## src/hw/sws_params.svh

```systemverilog
// constants of the single-wire push/pull bus block
`ifndef SWS_PARAMS_SVH
`define SWS_PARAMS_SVH

// register indices, byte address is four times the index
`define SWS_IDX_DIVISOR 8'hC0
`define SWS_IDX_STATUS 8'hC4
`define SWS_IDX_MODECTL 8'hC5
`define SWS_IDX_DATA 8'hC7
`define SWS_IDX_CONFIG 8'hC8
`define SWS_IDX_IRQ_STAT 8'hC9
`define SWS_IDX_IRQ_MASK 8'hCA

// mode control and config field positions
`define SWS_B_WAIT_HALT 7
`define SWS_B_MODE_EN 6
`define SWS_B_DLY_HI 5
`define SWS_B_DLY_LO 4
`define SWS_B_RX_ACTIVE 0
`define SWS_CONFIG_MASK 8'hF0
`define SWS_MODECTL_RESET 8'h00

// serial status field positions
`define SWS_B_RX_FULL 5
`define SWS_B_BIT_ERR 3
`define SWS_B_NOISE 2

// interrupt status and mask positions
`define SWS_I_PUSH_DONE 0
`define SWS_I_PULL_DONE 1
`define SWS_I_BUS_ERR 2
`define SWS_I_NOISE 3

// frame shape
`define SWS_TICKS_PER_SLOT 16
`define SWS_SLOTS_PER_BIT 2
`define SWS_PUSH_BITS 8
`define SWS_PULL_BITS 4
`define SWS_PULL_FIXED 4'h5
`define SWS_PULL_ALL_ONES 3'h7
`define SWS_RX_ERROR 8'hFF

// timing
`define SWS_CLK_NS 20
`define SWS_SLOT_NS 25000
`define SWS_DIV_DEFAULT (`SWS_SLOT_NS / (`SWS_CLK_NS * `SWS_TICKS_PER_SLOT))

`endif

```

## src/hw/sws_pkg.sv

```systemverilog
// types of the single-wire push/pull bus block
package sws_pkg;
  typedef enum logic [2:0] {
    ST_IDLE = 3'b001,
    ST_PUSH = 3'b010,
    ST_PULL = 3'b100
  } sws_state_type;
endpackage

```

## src/hw/sws_link_if.sv

```systemverilog
// carrier between the core, the baud divider and the receive synchroniser
`timescale 1ns/1ps
`default_nettype none
interface sws_link_if;
  logic tick16;
  logic rx_level;
  logic [12:0] divisor;
  logic halt;
  modport baud (input divisor, input halt, output tick16);
  modport sync (output rx_level);
  modport core (input tick16, input rx_level, output divisor, output halt);
endinterface
`default_nettype wire

```

## src/hw/sws_baud.sv

```systemverilog
// baud divider giving sixteen ticks per time slot
`timescale 1ns/1ps
`default_nettype none
module sws_baud (
  input wire logic clk_i,
  input wire logic rst_i,
  sws_link_if.baud link
);
  logic [12:0] cnt_reg;
  logic tick_reg;

  assign link.tick16 = tick_reg;

  // divide by divisor, stop at zero
  always_ff @(posedge clk_i) begin
    if (rst_i || link.divisor == 13'h0000 || link.halt) begin
      cnt_reg <= 13'h0000;
      tick_reg <= 1'b0;
    end else if (cnt_reg >= link.divisor - 13'h0001) begin
      // >= so that a smaller divisor written mid-count wraps at once
      cnt_reg <= 13'h0000;
      tick_reg <= 1'b1;
    end else begin
      cnt_reg <= cnt_reg + 13'h0001;
      tick_reg <= 1'b0;
    end
  end
endmodule
`default_nettype wire

```

## src/hw/sws_rxsync.sv

```systemverilog
// two-stage synchroniser for the receive pin
`timescale 1ns/1ps
`default_nettype none
module sws_rxsync (
  input wire logic clk_i,
  input wire logic rst_i,
  input wire logic serial_rx_pin_i,
  sws_link_if.sync link
);
  logic meta_reg;
  logic sync_reg;

  assign link.rx_level = sync_reg;

  // idle wire is recessive, so reset to one
  always_ff @(posedge clk_i) begin
    if (rst_i) begin
      meta_reg <= 1'b1;
      sync_reg <= 1'b1;
    end else begin
      meta_reg <= serial_rx_pin_i;
      sync_reg <= meta_reg;
    end
  end
endmodule
`default_nettype wire

```

## src/hw/sws_core.sv

```systemverilog
// single-wire push/pull bus port with classic Wishbone register slave
//
// Overview of operation
// - bit error flags sent/monitored mismatch in push field; never interrupts.
// - noise flag set when samples disagree during pull field.
// - wait-halt bit stops the serial clock while processor waits.
// - mode-enable bit switches the port to push/pull bus behaviour.
// - pull sampling delayed one to four sixteenths of a slot.
// - each bit spans two 25 us slots, slot rate 40 kHz.
// - receiver active bit high only while a pull field is received.
// - mode control register resets to zero, read-only.
// - valid pull reads 0101, status in bits 3..1, bit 0 one.
// - bus error makes receive data read all ones.
// - pull bits arrive lsb first into data bits 1 to 3.
// - push field sends five data bits then three address bits.
// - data from written bits 4..0, address from bits 7..5.
// - data address writes transmit register, reads receive register.
// - status read then data read clears only flags seen set.
// - time base is clock over sixteen times divisor; zero stops.
//
// The Wishbone register port was left to the implementer.
`timescale 1ns/1ps
`default_nettype none
`include "sws_params.svh"
module sws_core #(
  parameter logic [12:0] DIV_RESET = 13'(`SWS_DIV_DEFAULT)
) (
  input wire logic clk_i,
  input wire logic rst_i,
  input wire logic wb_cyc_i,
  input wire logic wb_stb_i,
  input wire logic wb_we_i,
  input wire logic [9:0] wb_adr_i,
  input wire logic [3:0] wb_sel_i,
  input wire logic [31:0] wb_dat_i,
  output logic [31:0] wb_dat_o,
  output logic wb_ack_o,
  input wire logic wait_mode_i,
  input wire logic serial_rx_pin_i,
  output logic serial_tx_pin_o,
  output logic irq_o
);

  // ****************************************************************
  // submodules
  // ****************************************************************
  sws_link_if link ();

  sws_baud u_baud (
    .clk_i(clk_i),
    .rst_i(rst_i),
    .link(link.baud)
  );

  sws_rxsync u_rxsync (
    .clk_i(clk_i),
    .rst_i(rst_i),
    .serial_rx_pin_i(serial_rx_pin_i),
    .link(link.sync)
  );

  // ****************************************************************
  // state
  // ****************************************************************
  sws_pkg::sws_state_type state_reg;
  logic [12:0] divisor_reg;
  logic [7:0] config_reg;
  logic receive_full_flag_reg;
  logic bit_error_flag_reg;
  logic noise_error_flag_reg;
  logic [2:0] armed_reg;
  logic [7:0] rx_data_reg;
  logic [7:0] tx_shift_reg;
  logic [4:0] pos_reg;
  logic [2:0] bit_cnt_reg;
  logic [2:0] samples_reg;
  logic [2:0] status_shift_reg;
  logic [3:0] irq_stat_reg;
  logic [3:0] irq_mask_reg;

  // ****************************************************************
  // bus decode
  // ****************************************************************
  function automatic logic hit(input logic [9:0] adr, input logic [7:0] idx);
    return adr[9:2] == idx;
  endfunction

  logic access;
  logic wr;
  logic rd;
  logic bus_mode_enable;
  logic [2:0] dly;

  assign access = wb_cyc_i & wb_stb_i & ~wb_ack_o;
  assign wr = access & wb_we_i & wb_sel_i[0];
  assign rd = access & ~wb_we_i;
  assign bus_mode_enable = config_reg[`SWS_B_MODE_EN];
  // code plus one gives the factor
  assign dly = {1'b0, config_reg[`SWS_B_DLY_HI], config_reg[`SWS_B_DLY_LO]} + 3'h1;

  assign link.divisor = divisor_reg;
  // halt when enabled and waiting
  // idle holds the divider too, so every frame starts on a whole tick
  assign link.halt = (config_reg[`SWS_B_WAIT_HALT] & wait_mode_i)
    | (state_reg == sws_pkg::ST_IDLE);

  // ****************************************************************
  // frame events
  // ****************************************************************
  logic tick;
  logic slot_mid;
  logic bit_end;
  logic bit_err_evt;
  logic push_done_evt;
  logic sample_now;
  logic pull_end_evt;
  logic majority;
  logic noise_evt;
  logic bus_err_evt;
  logic rx_active;

  always_comb begin
    tick = link.tick16;
    slot_mid = tick & (pos_reg[3:0] == 4'h8);
    // sixteen ticks a slot, two slots a bit
    bit_end = tick & (pos_reg == 5'(`SWS_TICKS_PER_SLOT * `SWS_SLOTS_PER_BIT - 1));
    // compare wire with level being driven
    bit_err_evt = (state_reg == sws_pkg::ST_PUSH) & slot_mid
      & (link.rx_level != serial_tx_pin_o);
    push_done_evt = (state_reg == sws_pkg::ST_PUSH) & bit_end
      & (bit_cnt_reg == 3'(`SWS_PUSH_BITS - 1));
    // three samples starting at the delay
    sample_now = (state_reg == sws_pkg::ST_PULL) & tick
      & ((pos_reg == {2'b00, dly}) | (pos_reg == {2'b00, dly} + 5'h01)
      | (pos_reg == {2'b00, dly} + 5'h02));
    majority = (samples_reg[0] & samples_reg[1]) | (samples_reg[0] & samples_reg[2])
      | (samples_reg[1] & samples_reg[2]);
    noise_evt = (state_reg == sws_pkg::ST_PULL) & bit_end
      & ~((samples_reg == 3'h0) | (samples_reg == 3'h7));
    pull_end_evt = (state_reg == sws_pkg::ST_PULL) & bit_end
      & (bit_cnt_reg == 3'(`SWS_PULL_BITS - 1));
    // all-ones status with end of frame high
    bus_err_evt = pull_end_evt & (status_shift_reg == `SWS_PULL_ALL_ONES) & majority;
    rx_active = (state_reg == sws_pkg::ST_PULL);
  end

  // ****************************************************************
  // frame sequencer
  // ****************************************************************
  always_ff @(posedge clk_i) begin
    if (rst_i) begin
      state_reg <= sws_pkg::ST_IDLE;
      pos_reg <= 5'h00;
      bit_cnt_reg <= 3'h0;
      tx_shift_reg <= 8'h00;
      samples_reg <= 3'h0;
      status_shift_reg <= 3'h0;
      serial_tx_pin_o <= 1'b1;
    end else begin
      case (state_reg)
        sws_pkg::ST_IDLE: begin
          serial_tx_pin_o <= 1'b1;
          pos_reg <= 5'h00;
          bit_cnt_reg <= 3'h0;
          // data write loads the transmit register
          // no frame runs with the mode off
          if (wr && hit(wb_adr_i, `SWS_IDX_DATA) && bus_mode_enable) begin
            tx_shift_reg <= wb_dat_i[7:0];
            state_reg <= sws_pkg::ST_PUSH;
          end
        end
        sws_pkg::ST_PUSH: begin
          // biphase: inverted level in the first slot, true in the second
          serial_tx_pin_o <= pos_reg[4] ? tx_shift_reg[0] : ~tx_shift_reg[0];
          if (!bus_mode_enable) begin
            state_reg <= sws_pkg::ST_IDLE;
          end else if (tick) begin
            pos_reg <= pos_reg + 5'h01;
            if (bit_end) begin
              // lsb first, data bits then address bits
              tx_shift_reg <= {1'b0, tx_shift_reg[7:1]};
              bit_cnt_reg <= bit_cnt_reg + 3'h1;
              if (push_done_evt) begin
                bit_cnt_reg <= 3'h0;
                state_reg <= sws_pkg::ST_PULL;
              end
            end
          end
        end
        sws_pkg::ST_PULL: begin
          // released wire, slaves pull it low
          serial_tx_pin_o <= 1'b1;
          if (!bus_mode_enable) begin
            state_reg <= sws_pkg::ST_IDLE;
          end else if (tick) begin
            pos_reg <= pos_reg + 5'h01;
            if (sample_now) begin
              samples_reg <= {samples_reg[1:0], link.rx_level};
            end
            if (bit_end) begin
              bit_cnt_reg <= bit_cnt_reg + 3'h1;
              // first bit lands in data bit 1
              if (!pull_end_evt) begin
                status_shift_reg <= {majority, status_shift_reg[2:1]};
              end else begin
                state_reg <= sws_pkg::ST_IDLE;
              end
            end
          end
        end
        default: begin
          state_reg <= sws_pkg::ST_IDLE;
        end
      endcase
    end
  end

  // ****************************************************************
  // receive data
  // ****************************************************************
  always_ff @(posedge clk_i) begin
    if (rst_i) begin
      rx_data_reg <= 8'h00;
    end else if (pull_end_evt) begin
      rx_data_reg <= bus_err_evt ? `SWS_RX_ERROR
        : {`SWS_PULL_FIXED, status_shift_reg, 1'b1};
    end
  end

  // ****************************************************************
  // serial status flags
  // ****************************************************************
  logic rd_status;
  logic rd_data;

  assign rd_status = rd & hit(wb_adr_i, `SWS_IDX_STATUS);
  assign rd_data = rd & hit(wb_adr_i, `SWS_IDX_DATA);

  // clear only what was armed, new events win
  always_ff @(posedge clk_i) begin
    if (rst_i) begin
      receive_full_flag_reg <= 1'b0;
      bit_error_flag_reg <= 1'b0;
      noise_error_flag_reg <= 1'b0;
      armed_reg <= 3'h0;
    end else begin
      if (rd_status) begin
        armed_reg <= {receive_full_flag_reg, bit_error_flag_reg, noise_error_flag_reg};
      end else if (rd_data) begin
        armed_reg <= 3'h0;
      end
      receive_full_flag_reg <= (receive_full_flag_reg & ~(rd_data & armed_reg[2]))
        | pull_end_evt;
      bit_error_flag_reg <= (bit_error_flag_reg & ~(rd_data & armed_reg[1]))
        | bit_err_evt;
      noise_error_flag_reg <= (noise_error_flag_reg & ~(rd_data & armed_reg[0]))
        | noise_evt;
    end
  end

  // ****************************************************************
  // software registers
  // ****************************************************************
  always_ff @(posedge clk_i) begin
    if (rst_i) begin
      divisor_reg <= DIV_RESET;
      config_reg <= `SWS_MODECTL_RESET;
      irq_mask_reg <= 4'h0;
    end else if (wr) begin
      // mode control and status take no writes
      // mode bit lives in the config word
      if (hit(wb_adr_i, `SWS_IDX_CONFIG)) begin
        config_reg <= wb_dat_i[7:0] & `SWS_CONFIG_MASK;
      end
      // zero divisor disables the time base
      if (hit(wb_adr_i, `SWS_IDX_DIVISOR)) begin
        divisor_reg <= wb_dat_i[12:0];
      end
      if (hit(wb_adr_i, `SWS_IDX_IRQ_MASK)) begin
        irq_mask_reg <= wb_dat_i[3:0];
      end
    end
  end

  // ****************************************************************
  // interrupts
  // ****************************************************************
  logic [3:0] irq_evt;

  always_comb begin
    irq_evt = 4'h0;
    irq_evt[`SWS_I_PUSH_DONE] = push_done_evt;
    irq_evt[`SWS_I_PULL_DONE] = pull_end_evt;
    irq_evt[`SWS_I_BUS_ERR] = bus_err_evt;
    irq_evt[`SWS_I_NOISE] = noise_evt;
  end

  // bit error has no interrupt source
  always_ff @(posedge clk_i) begin
    if (rst_i) begin
      irq_stat_reg <= 4'h0;
      irq_o <= 1'b0;
    end else begin
      irq_stat_reg <= (rd && hit(wb_adr_i, `SWS_IDX_IRQ_STAT) ? 4'h0 : irq_stat_reg)
        | irq_evt;
      irq_o <= |(irq_stat_reg & irq_mask_reg);
    end
  end

  // ****************************************************************
  // bus answer
  // ****************************************************************
  always_ff @(posedge clk_i) begin
    if (rst_i) begin
      wb_ack_o <= 1'b0;
      wb_dat_o <= 32'h00000000;
    end else begin
      wb_ack_o <= access;
      if (rd) begin
        case (wb_adr_i[9:2])
          `SWS_IDX_DIVISOR: wb_dat_o <= {19'h00000, divisor_reg};
          `SWS_IDX_STATUS: begin
            wb_dat_o <= 32'h00000000;
            wb_dat_o[`SWS_B_RX_FULL] <= receive_full_flag_reg;
            wb_dat_o[`SWS_B_BIT_ERR] <= bit_error_flag_reg;
            wb_dat_o[`SWS_B_NOISE] <= noise_error_flag_reg;
          end
          // live receiver state in bit 0
          `SWS_IDX_MODECTL: wb_dat_o <= {24'h000000, config_reg[7:4], 3'h0, rx_active};
          // data read returns the receive register
          `SWS_IDX_DATA: wb_dat_o <= {24'h000000, rx_data_reg};
          `SWS_IDX_CONFIG: wb_dat_o <= {24'h000000, config_reg};
          `SWS_IDX_IRQ_STAT: wb_dat_o <= {28'h0000000, irq_stat_reg};
          `SWS_IDX_IRQ_MASK: wb_dat_o <= {28'h0000000, irq_mask_reg};
          default: wb_dat_o <= 32'h00000000;
        endcase
      end
    end
  end

endmodule
`default_nettype wire

```

## config.mk

```make
export PLATFORM = sky130hd
export DESIGN_NAME = sws_core
export DESIGN_NICKNAME = d
export VERILOG_FILES = /design/src/hw/sws_pkg.sv /design/src/hw/sws_link_if.sv /design/src/hw/sws_baud.sv /design/src/hw/sws_rxsync.sv /design/src/hw/sws_core.sv
export VERILOG_INCLUDE_DIRS = /design/src /design/src/hw
export SDC_FILE = /design/constraint.sdc
export NUM_CORES = 1
export LEC_CHECK = 0
export BUFFER_PORTS_ARGS = -buffer_cell sky130_fd_sc_hd__clkbuf_2
export CORE_UTILIZATION = 51
export DETAILED_ROUTE_END_ITERATION = 10
export PLACE_DENSITY = 0.75
export RECOVER_POWER = 50
export SLEW_MARGIN = 20
export SYNTH_ARGS = -nofsm -noshare
export SYNTH_HDL_FRONTEND = slang
export SYNTH_SLANG_ARGS = --single-unit
```

## constraint.sdc

```tcl
create_clock -name clk_i -period 2.8 [get_ports clk_i]
set_clock_uncertainty 0.1 [all_clocks]
set_input_delay 0.56 -clock clk_i [delete_from_list [all_inputs] [get_ports clk_i]]
set_output_delay 0.56 -clock clk_i [all_outputs]
set_load 0.02 [all_outputs]
```

==> results of run 1 <==
==> cell families (layout without fill, tap and decap cells) <==
| logic type | count (synthesis) | in the layout |
|---|---|---|
| and+or+nand+nor | 213 | 214 |
| xor gates and xnor gates | 32 | 32 |
| other | 1 | 19 |
| AOI/OAI and AO/OA | 138 | 138 |
| buffers and inverters | 68 | 92 |
| adders and majority gates | 25 | 25 |
| DFF | 93 | 93 |
| muxes | 25 | 25 |
==> metal layers <==
| metal | up-vias | GRT usage |
|---|---|---|
| li1 | 2184 | - |
| met1 | 2072 | 0.3087 |
| met2 | 117 | 0.4031 |
| met5 | - | 0 |
| met4 | 0 | 0.08901 |
| met3 | 15 | 0.04881 |
==> power groups by stage <==
stage	Combinational (W)	Sequential (W)	Clock, W
5_1_grt	0.000125	0.00133	0.00106
2_1_floorplan	0.0000947	0.00136	0
3_5_place_dp	0.000115	0.00136	0
3_3_place_gp	0.000113	0.00136	0
4_1_cts	0.000116	0.00132	0.00100
6_report	0.000114	0.00132	0.000981
==> metrics by stage <==
step                power (W)  cell area, µm²    util
detailed placement   0.001470            5503  0.5630
global route         0.002512            5752  0.5885
floorplan            0.001451            5301       -
global placement     0.001468            5503  0.5630
CTS                  0.002444            5748  0.5881
finish               0.002419            5752  0.5885
==> path summary, 6_finish.rpt <==
path                                   startpoint                     end
worst max-delay path               divisor_reg[3]       u_baud.cnt_reg[2]
worst min-delay path              serial_rx_pin_i       u_rxsync.meta_reg
worst max register to register     divisor_reg[3]       u_baud.cnt_reg[2]
worst min register to register  u_rxsync.meta_reg  u_rxsync.link.rx_level
==> worst reg2reg max path: cells and delay by family (launching register included) <==
family                   cells  cell delay [ns]
AND/OR/NAND/NOR              5             1.26
AO/OA/AOI/OAI                3             0.57
flip-flops                   1             0.33
adder cells (fa/ha/maj)      1             0.28
XOR/XNOR                     1             0.16
==> repair_timing <==
action,4_1_cts,5_1_grt
gates cloned,1,1
endpoints found under the setup margin,14,14
resized for setup,5,11
pin swaps,5,9
==> final cells by class <==
cell class                      instances  area [µm²]  area share
Multi-Input combinational cell        453        3127      0.5436
Tap cell                              133       166.4     0.02893
Sequential cell                        93        1863      0.3239
Clock inverter                          5       85.08     0.01479
Clock buffer                           11       131.4     0.02284
Inverter                               14       52.55    0.009136
Timing Repair Buffer                   62       326.6     0.05678
==> placed cells by master (no fill, tap or decap), types with 13 or more instances in the layout <==
master	count
clkbuf_1	23
xnor2_1	20
nand3_1	31
nand2_1	43
ha_1	24
nor2_1	48
nor3_1	13
mux2i_1	24
dfxtp_1	92
clkbuf_2	27
o21ai_0	18
conb_1	19
a21oi_1	44
a211oi_2	13
inv_1	14
==> key figures, run 1 <==
Outcome
  • Status: finished clean

Power and ir drop
  • Logic pwr share: 0.047
  • Sw Pwr: 0.0005594 W
  • Sequential power share: 0.547
  • Sw Ratio: 0.2312
  • Internal power: 0.001860 W
  • PD cells: 420.6 mW/mm²
  • Clock network power share: 0.406
  • Max rail drop VDD: 0.2566 mV
  • Static Leak: 2.138 nW

Synth
  • Synth Area in Simple Gates: 0.2207
  • Mapped Area: 0.005152 mm²
  • Largest family of logic cells by synthesized area: simple AND/OR/NAND/NOR gates
  • Primary FF master, synth: dfxtp_1
  • Number of synthesized register bits: 93
  • Synth Area in Compound Gates: 0.1843
  • Synth async-reset ratio: 0
  • Largest cells by area after synthesis: dfxtp_1 36%, ha_1 5.8%, mux2i_1 4.7%, a21oi_1 4.3%, nor2_1 3.5%
  • Top cell type's share of synthesized area: 0.3613
  • Mean Syn Cell Area: 8.660 µm²
  • Most common cell in the netlist: dfxtp_1
  • Adder-cell share of the synthesized area: 0.06022
  • Seq/Total Area, Yosys: 0.3613
  • Post-synthesis mux area share: 0.04881
  • Yosys warns: 0
  • Synth area leader: dfxtp_1
  • Synth Area in XOR/XNOR: 0.05440
  • Distinct cell type count after synthesis: 65
  • Post-Syn Instances: 595
  • Top cells by count, synth: 93 x dfxtp_1, 48 x nor2_1, 44 x a21oi_1, 44 x nand2_1, 31 x nand3_1
  • Number of synthesized flops with an enable pin: 0

Setup path
  • Top delay family on crit path: simple AND/OR/NAND/NOR gates
  • Most frequent CP cell: a21o_1
  • Reg2reg path depth: 10
  • Critical path cell sequence: or4_4 > nor3_4 > nand2_2 > nor4_4 > xnor2_1 > ha_1 > a21o_1 > a21o_1 > or2_4 > a211oi_2
  • Crit Path Max Fanout: 7
  • Stages on worst setup path: 10
  • Critical path launch point type: flop
  • Crit end category: flop
  • Slowest stage cell, crit path: or4_4
  • Largest stage delay, worst path: 0.55 ns
  • Reg2reg setup slack: 0.02 ns
  • Crit path DAT: 2.97 ns
  • Worst path required time: 2.99 ns
  • CP Buf/Inv Count: 0
  • Kind of critical path: flop to flop

Clock tree
  • CTS tree: done
  • Post-CTS Setup Bufs: 0
  • Sink Count: 93
  • Clock root buffer: clkbuf_8
  • Clock Path Buffers: 2
  • Post-CTS Hold Buffers: 0
  • H-tree levels: 3
  • Clock-pin transition on the worst setup and hold timing paths: 0.09 ns
  • TritonCTS Buffers: 9
  • Worst-skew pair later-pin latency: 0.38 ns

STA
  • Setup-failing EPs final: 0
  • Hold Vio Cnt, Final: 0
  • Tcrit/Tclk final: 0.9929
  • Final setup TNS: 0 ns
  • Final slew viol count: 0
  • PnR worst setup slack: 0.01997 ns
  • Slew @ Worst Pin: 1.423 ns
  • Worst relative slew slack: 0.05163
  • Hold Slack: 0.2640 ns
  • Unrepaired setup endpoints after global routing: yes
  • Tmin final: 2.780 ns
  • Fmax: 0.3597 GHz

Layout
  • Share of cells above drive strength 1: 0.1458
  • Area grow syn2layout: 11.63%
  • ANT cells: 0
  • Final instance count without filler cells: 771
  • Number of nets in the layout: 710
  • # fillers: 899

Global routing
  • Gr usage total: 0.2416
  • Largest net degree at the start of global routing: 75
  • Vias in the first global route: 4,034
  • First-pass GRT wire length: 19,400 µm
  • GR Overflow Total: 0
  • Antenna violations before repair: 0

Route
  • DR WL/cell: 15.62 µm
  • Via density: 5.691
  • Routed wl met3: 574 µm
  • Met1 Wirelength: 5440 µm
  • Metal2 WL: 5817 µm
  • DR iter-0 viols: 328
  • DR vias: 4,388
  • # DRC: 0
  • Detail Route Antenna Nets: 0
  • DR top layer: met4
  • First-pass DRT Iterations: 5
  • Routed wire length: 12,050 µm

Die
  • Placement Rows: 36
  • Io pins: 88
  • Full die area: 0.01051 mm²
  • Initial core utilization: 0.5271
  • Core box area: 0.009774 mm²
  • Die height: 102.5 µm
  • Chip Width: 102.5 µm

Placement
  • DP Cell Count: 753
  • Post-DP HPWL: 8828 µm
  • Routability congestion estimate: 0.8885
  • I/O Buffers: 44
  • Post-place setup slack: -0.1929 ns

Worst hold path
  • Min-Delay Path Class: primary input to flop
  • Hold Path Depth: 2

Run
  • Max-Cap Viols: 0
Power figures use the tool's default switching activity.
==> inputs of run 2 (changes only) <==
--- a/config.mk
+++ b/config.mk
@@ -6,6 +6,7 @@
 export SDC_FILE = /design/constraint.sdc
 export NUM_CORES = 1
 export LEC_CHECK = 0
+export ABC_AREA = 1
 export BUFFER_PORTS_ARGS = -buffer_cell sky130_fd_sc_hd__clkbuf_2
 export CORE_UTILIZATION = 51
 export DETAILED_ROUTE_END_ITERATION = 10
==> run 2 against run 1 <==
  * The run now ends with capacitance limit, slew limit left
  * Global-route usage about the same
  * Synthesized cell count increased by 23%
  * Count of clock-buffer cells in the layout unchanged
  * Sequential power increased by 3%
  * Die area is 1.3% higher
  * Non-clock buffer count is 10 lower
  * Final cell count up 18%
  * Synthesized area rose by 1.3%
  * Setup slack improved by 0.089 ns
==> key figures, run 2 <==
Outcome
  • Status: complete, but fails checks
  • Violated checks: capacitance limit, slew limit

Setup path
  • Crit end category: flop
  • Crit Path Max Fanout: 5 (-2)
  • Slowest stage cell, crit path: dfxtp_1
  • Kind of critical path: flop to flop
  • Worst path required time: 2.98 ns (about the same)
  • Crit path DAT: 2.87 ns (-0.10 ns)
  • Reg2reg setup slack: 0.11 ns (+0.09 ns)
  • Critical path cell sequence: nor2_1 > nand3_4 > nor3_4 > nand2_1 > xor2_1 > ha_1 > a21oi_2 > o21ai_0 > a21oi_1 > nand3_2 > buf_4 > nor3_1
  • Critical path launch point type: flop
  • Largest stage delay, worst path: 0.38 ns (-0.17 ns)

Clock tree
  • Sink Count: 93 (unchanged)
  • Worst-skew pair later-pin latency: 0.37 ns (about the same)
  • Clock-pin transition on the worst setup and hold timing paths: 0.10 ns (about the same)
  • Clock Path Buffers: 2 (unchanged)
  • H-tree levels: 3 (unchanged)
  • TritonCTS Buffers: 9 (unchanged)
  • Clock root buffer: clkbuf_8
  • CTS tree: done

Route
  • Detail Route Antenna Nets: 0 (unchanged)
  • First-pass DRT Iterations: 4 (-1)
  • Metal2 WL: 5659 µm (-2.7%)
  • # DRC: 0 (unchanged)
  • DR vias: 4,824 (+9.9%)
  • Met1 Wirelength: 5705 µm (+4.9%)
  • DR top layer: met4
  • Via density: 5.295 (-7.0%)
  • DR WL/cell: 13.17 µm (-16%)
  • Routed wl met3: 474 µm (-17%)
  • DR iter-0 viols: 249 (-24%)
  • Routed wire length: 12,000 µm (-0.37%)

STA
  • Setup-failing EPs final: 0 (unchanged)
  • Final slew viol count: 38 (+38)
  • Tmin final: 2.691 ns (-0.08934 ns)
  • Worst relative slew slack: -0.1212 (-0.1728)
  • Final setup TNS: 0 ns (unchanged)
  • Fmax: 0.3717 GHz (+3.3%)
  • Slew @ Worst Pin: 1.682 ns (+0.2592 ns)
  • Hold Vio Cnt, Final: 0 (unchanged)
  • Tcrit/Tclk final: 0.9610 (-0.03191)

Placement
  • Post-DP HPWL: 9099 µm (+3.1%)
  • Routability congestion estimate: 0.9013 (+1.4%)
  • DP Cell Count: 893 (+19%)
  • I/O Buffers: 44 (unchanged)

Layout
  • Area grow syn2layout: 8.866%
  • Final instance count without filler cells: 911 (+18%)
  • Number of nets in the layout: 850 (+20%)
  • ANT cells: 0 (unchanged)
  • Share of cells above drive strength 1: 0.1298 (-0.01595)
  • Commonest cells after routing, fill and taps aside: 149 x nand2_1, 92 x dfxtp_1, 70 x inv_1
  • Commonest non-fill, non-tap cell in the layout: nand2_1

Die
  • Full die area: 0.01065 mm² (+1.3%)
  • Placement Rows: 36 (unchanged)
  • Io pins: 88 (unchanged)
  • Initial core utilization: 0.5293 (+0.002162)
  • Core box area: 0.009864 mm² (+0.92%)
  • Die height: 103.2 µm (+0.65%)
  • Chip Width: 103.2 µm (+0.65%)

Global routing
  • GR Overflow Total: 0 (unchanged)
  • Vias in the first global route: 4,461 (+11%)
  • First-pass GRT wire length: 20,200 µm (+4.1%)
  • Antenna violations before repair: 0 (unchanged)
  • Largest net degree at the start of global routing: 39 (-48%)
  • Gr usage total: 0.2416 (about the same)

Run
  • Max-Cap Viols: 1 (+1)

Synth
  • Post-Syn Instances: 730 (+23%)
  • Primary FF master, synth: dfxtp_1
  • Largest cells by area after synthesis: dfxtp_1 36%, nand2_1 10%, nand3_1 6.3%, a21oi_1 6.2%, ha_1 5.8%
  • Top cell type's share of synthesized area: 0.3566 (-0.004762)
  • Seq/Total Area, Yosys: 0.3566 (-0.004762)
  • Top cells by count, synth: 145 x nand2_1, 93 x dfxtp_1, 69 x inv_1
  • Distinct cell type count after synthesis: 36 (-45%)
  • Synth async-reset ratio: 0 (unchanged)
  • Synth area leader: dfxtp_1
  • Yosys warns: 0 (unchanged)
  • Number of synthesized flops with an enable pin: 0 (unchanged)
  • Mapped Area: 0.005221 mm² (+1.3%)
  • Number of synthesized register bits: 93 (unchanged)
  • Most common cell in the netlist: nand2_1
  • Mean Syn Cell Area: 7.152 µm² (-17%)

Power and ir drop
  • Overall Power: 0.002526 W (+4.4%)
  • PD cells: 444.4 mW/mm² (+5.7%)
  • Max rail drop VDD: 0.2586 mV (+0.78%)
  • Static Leak: 2.319 nW (+8.4%)

Worst hold path
  • Min-Delay Path Class: primary input to flop
run 2: cell count changes after synthesis, sizes merged, moves of 24 or more:
cell,before,now
nand3,31,70
nand2,44,152
mux2i,24,0
inv,14,82
o21ai,20,62
run 2: timing repair:
item                       CTS  global route
gates resized for setup      0            14
hold buffers                 0             0
setup buffers                0             1
setup endpoints to repair    0            14
run 2: path summary, 6_finish.rpt:
check,from,endpoint,cells after the start
max,divisor_reg[4],u_baud.cnt_reg[2],12
min,serial_rx_pin_i,u_rxsync.meta_reg,2
max reg2reg,divisor_reg[4],u_baud.cnt_reg[2],12
min reg2reg,u_rxsync.meta_reg,u_rxsync.link.rx_level,1
run 2: metal layers:
| metal | vias to the layer above | global-route usage |
|---|---|---|
| li1 | 2450 | - |
| met1 | 2232 | 0.3186 |
| met2 | 126 | 0.4087 |
| met3 | 16 | 0.03293 |
| met4 | 0 | 0.07909 |
| met5 | - | 0 |
run 2: cell type report:
type,instances,area (µm²)
clock buffers,11,141.4
clock inverters,5,58.81
fillers,943,4180
inverters,82,307.8
multi-input cells,535,2888
flip-flops and latches,93,1863
well taps,133,166.4
repair buffers,52,259.0
run 2: logic make-up after synthesis:
family	synth area share
other	0.0007182
xor gates and xnor gates	0.03355
and+or+nand+nor	0.3094
adders and majority gates	0.05751
buffers and inverters	0.1062
DFF	0.3566
AOI/OAI and AO/OA	0.1361
run 2: worst max-delay path, delay by kind of cell (launching register included):
kind / cells / cell delay [ns]
AOI/OAI and AO/OA: 3 / 0.42
xor gates and xnor gates: 1 / 0.16
adders and majority gates: 1 / 0.34
buffers and inverters: 1 / 0.18
DFF: 1 / 0.38
and+or+nand+nor: 6 / 1.05
run 2: where the power goes:
| group | leakage, nW | switching (W) | internal (W) |
|---|---|---|---|
| clock network | 0.0959 | 0.000487 | 0.000440 |
| logic | 1.47 | 0.000171 | 0.0000644 |
| registers | 0.752 | 0.0000162 | 0.00135 |
run 2: through the flow:
| stage | utilization | hold WS [ns] | cell area [µm²] | setup WS [ns] |
|---|---|---|---|---|
| after global routing | 0.5762 | 0.2712 | 5684 | -0.005502 |
| final | 0.5762 | 0.2642 | 5684 | 0.1093 |
| after detailed placement | 0.5549 | 0.2938 | 5474 | 0.1381 |
| after floorplan | - | 0.2895 | 5289 | 0.3325 |
| after global placement | 0.5549 | 0.2919 | 5474 | 0.2245 |
| after CTS | 0.5752 | 0.2659 | 5674 | 0.1128 |
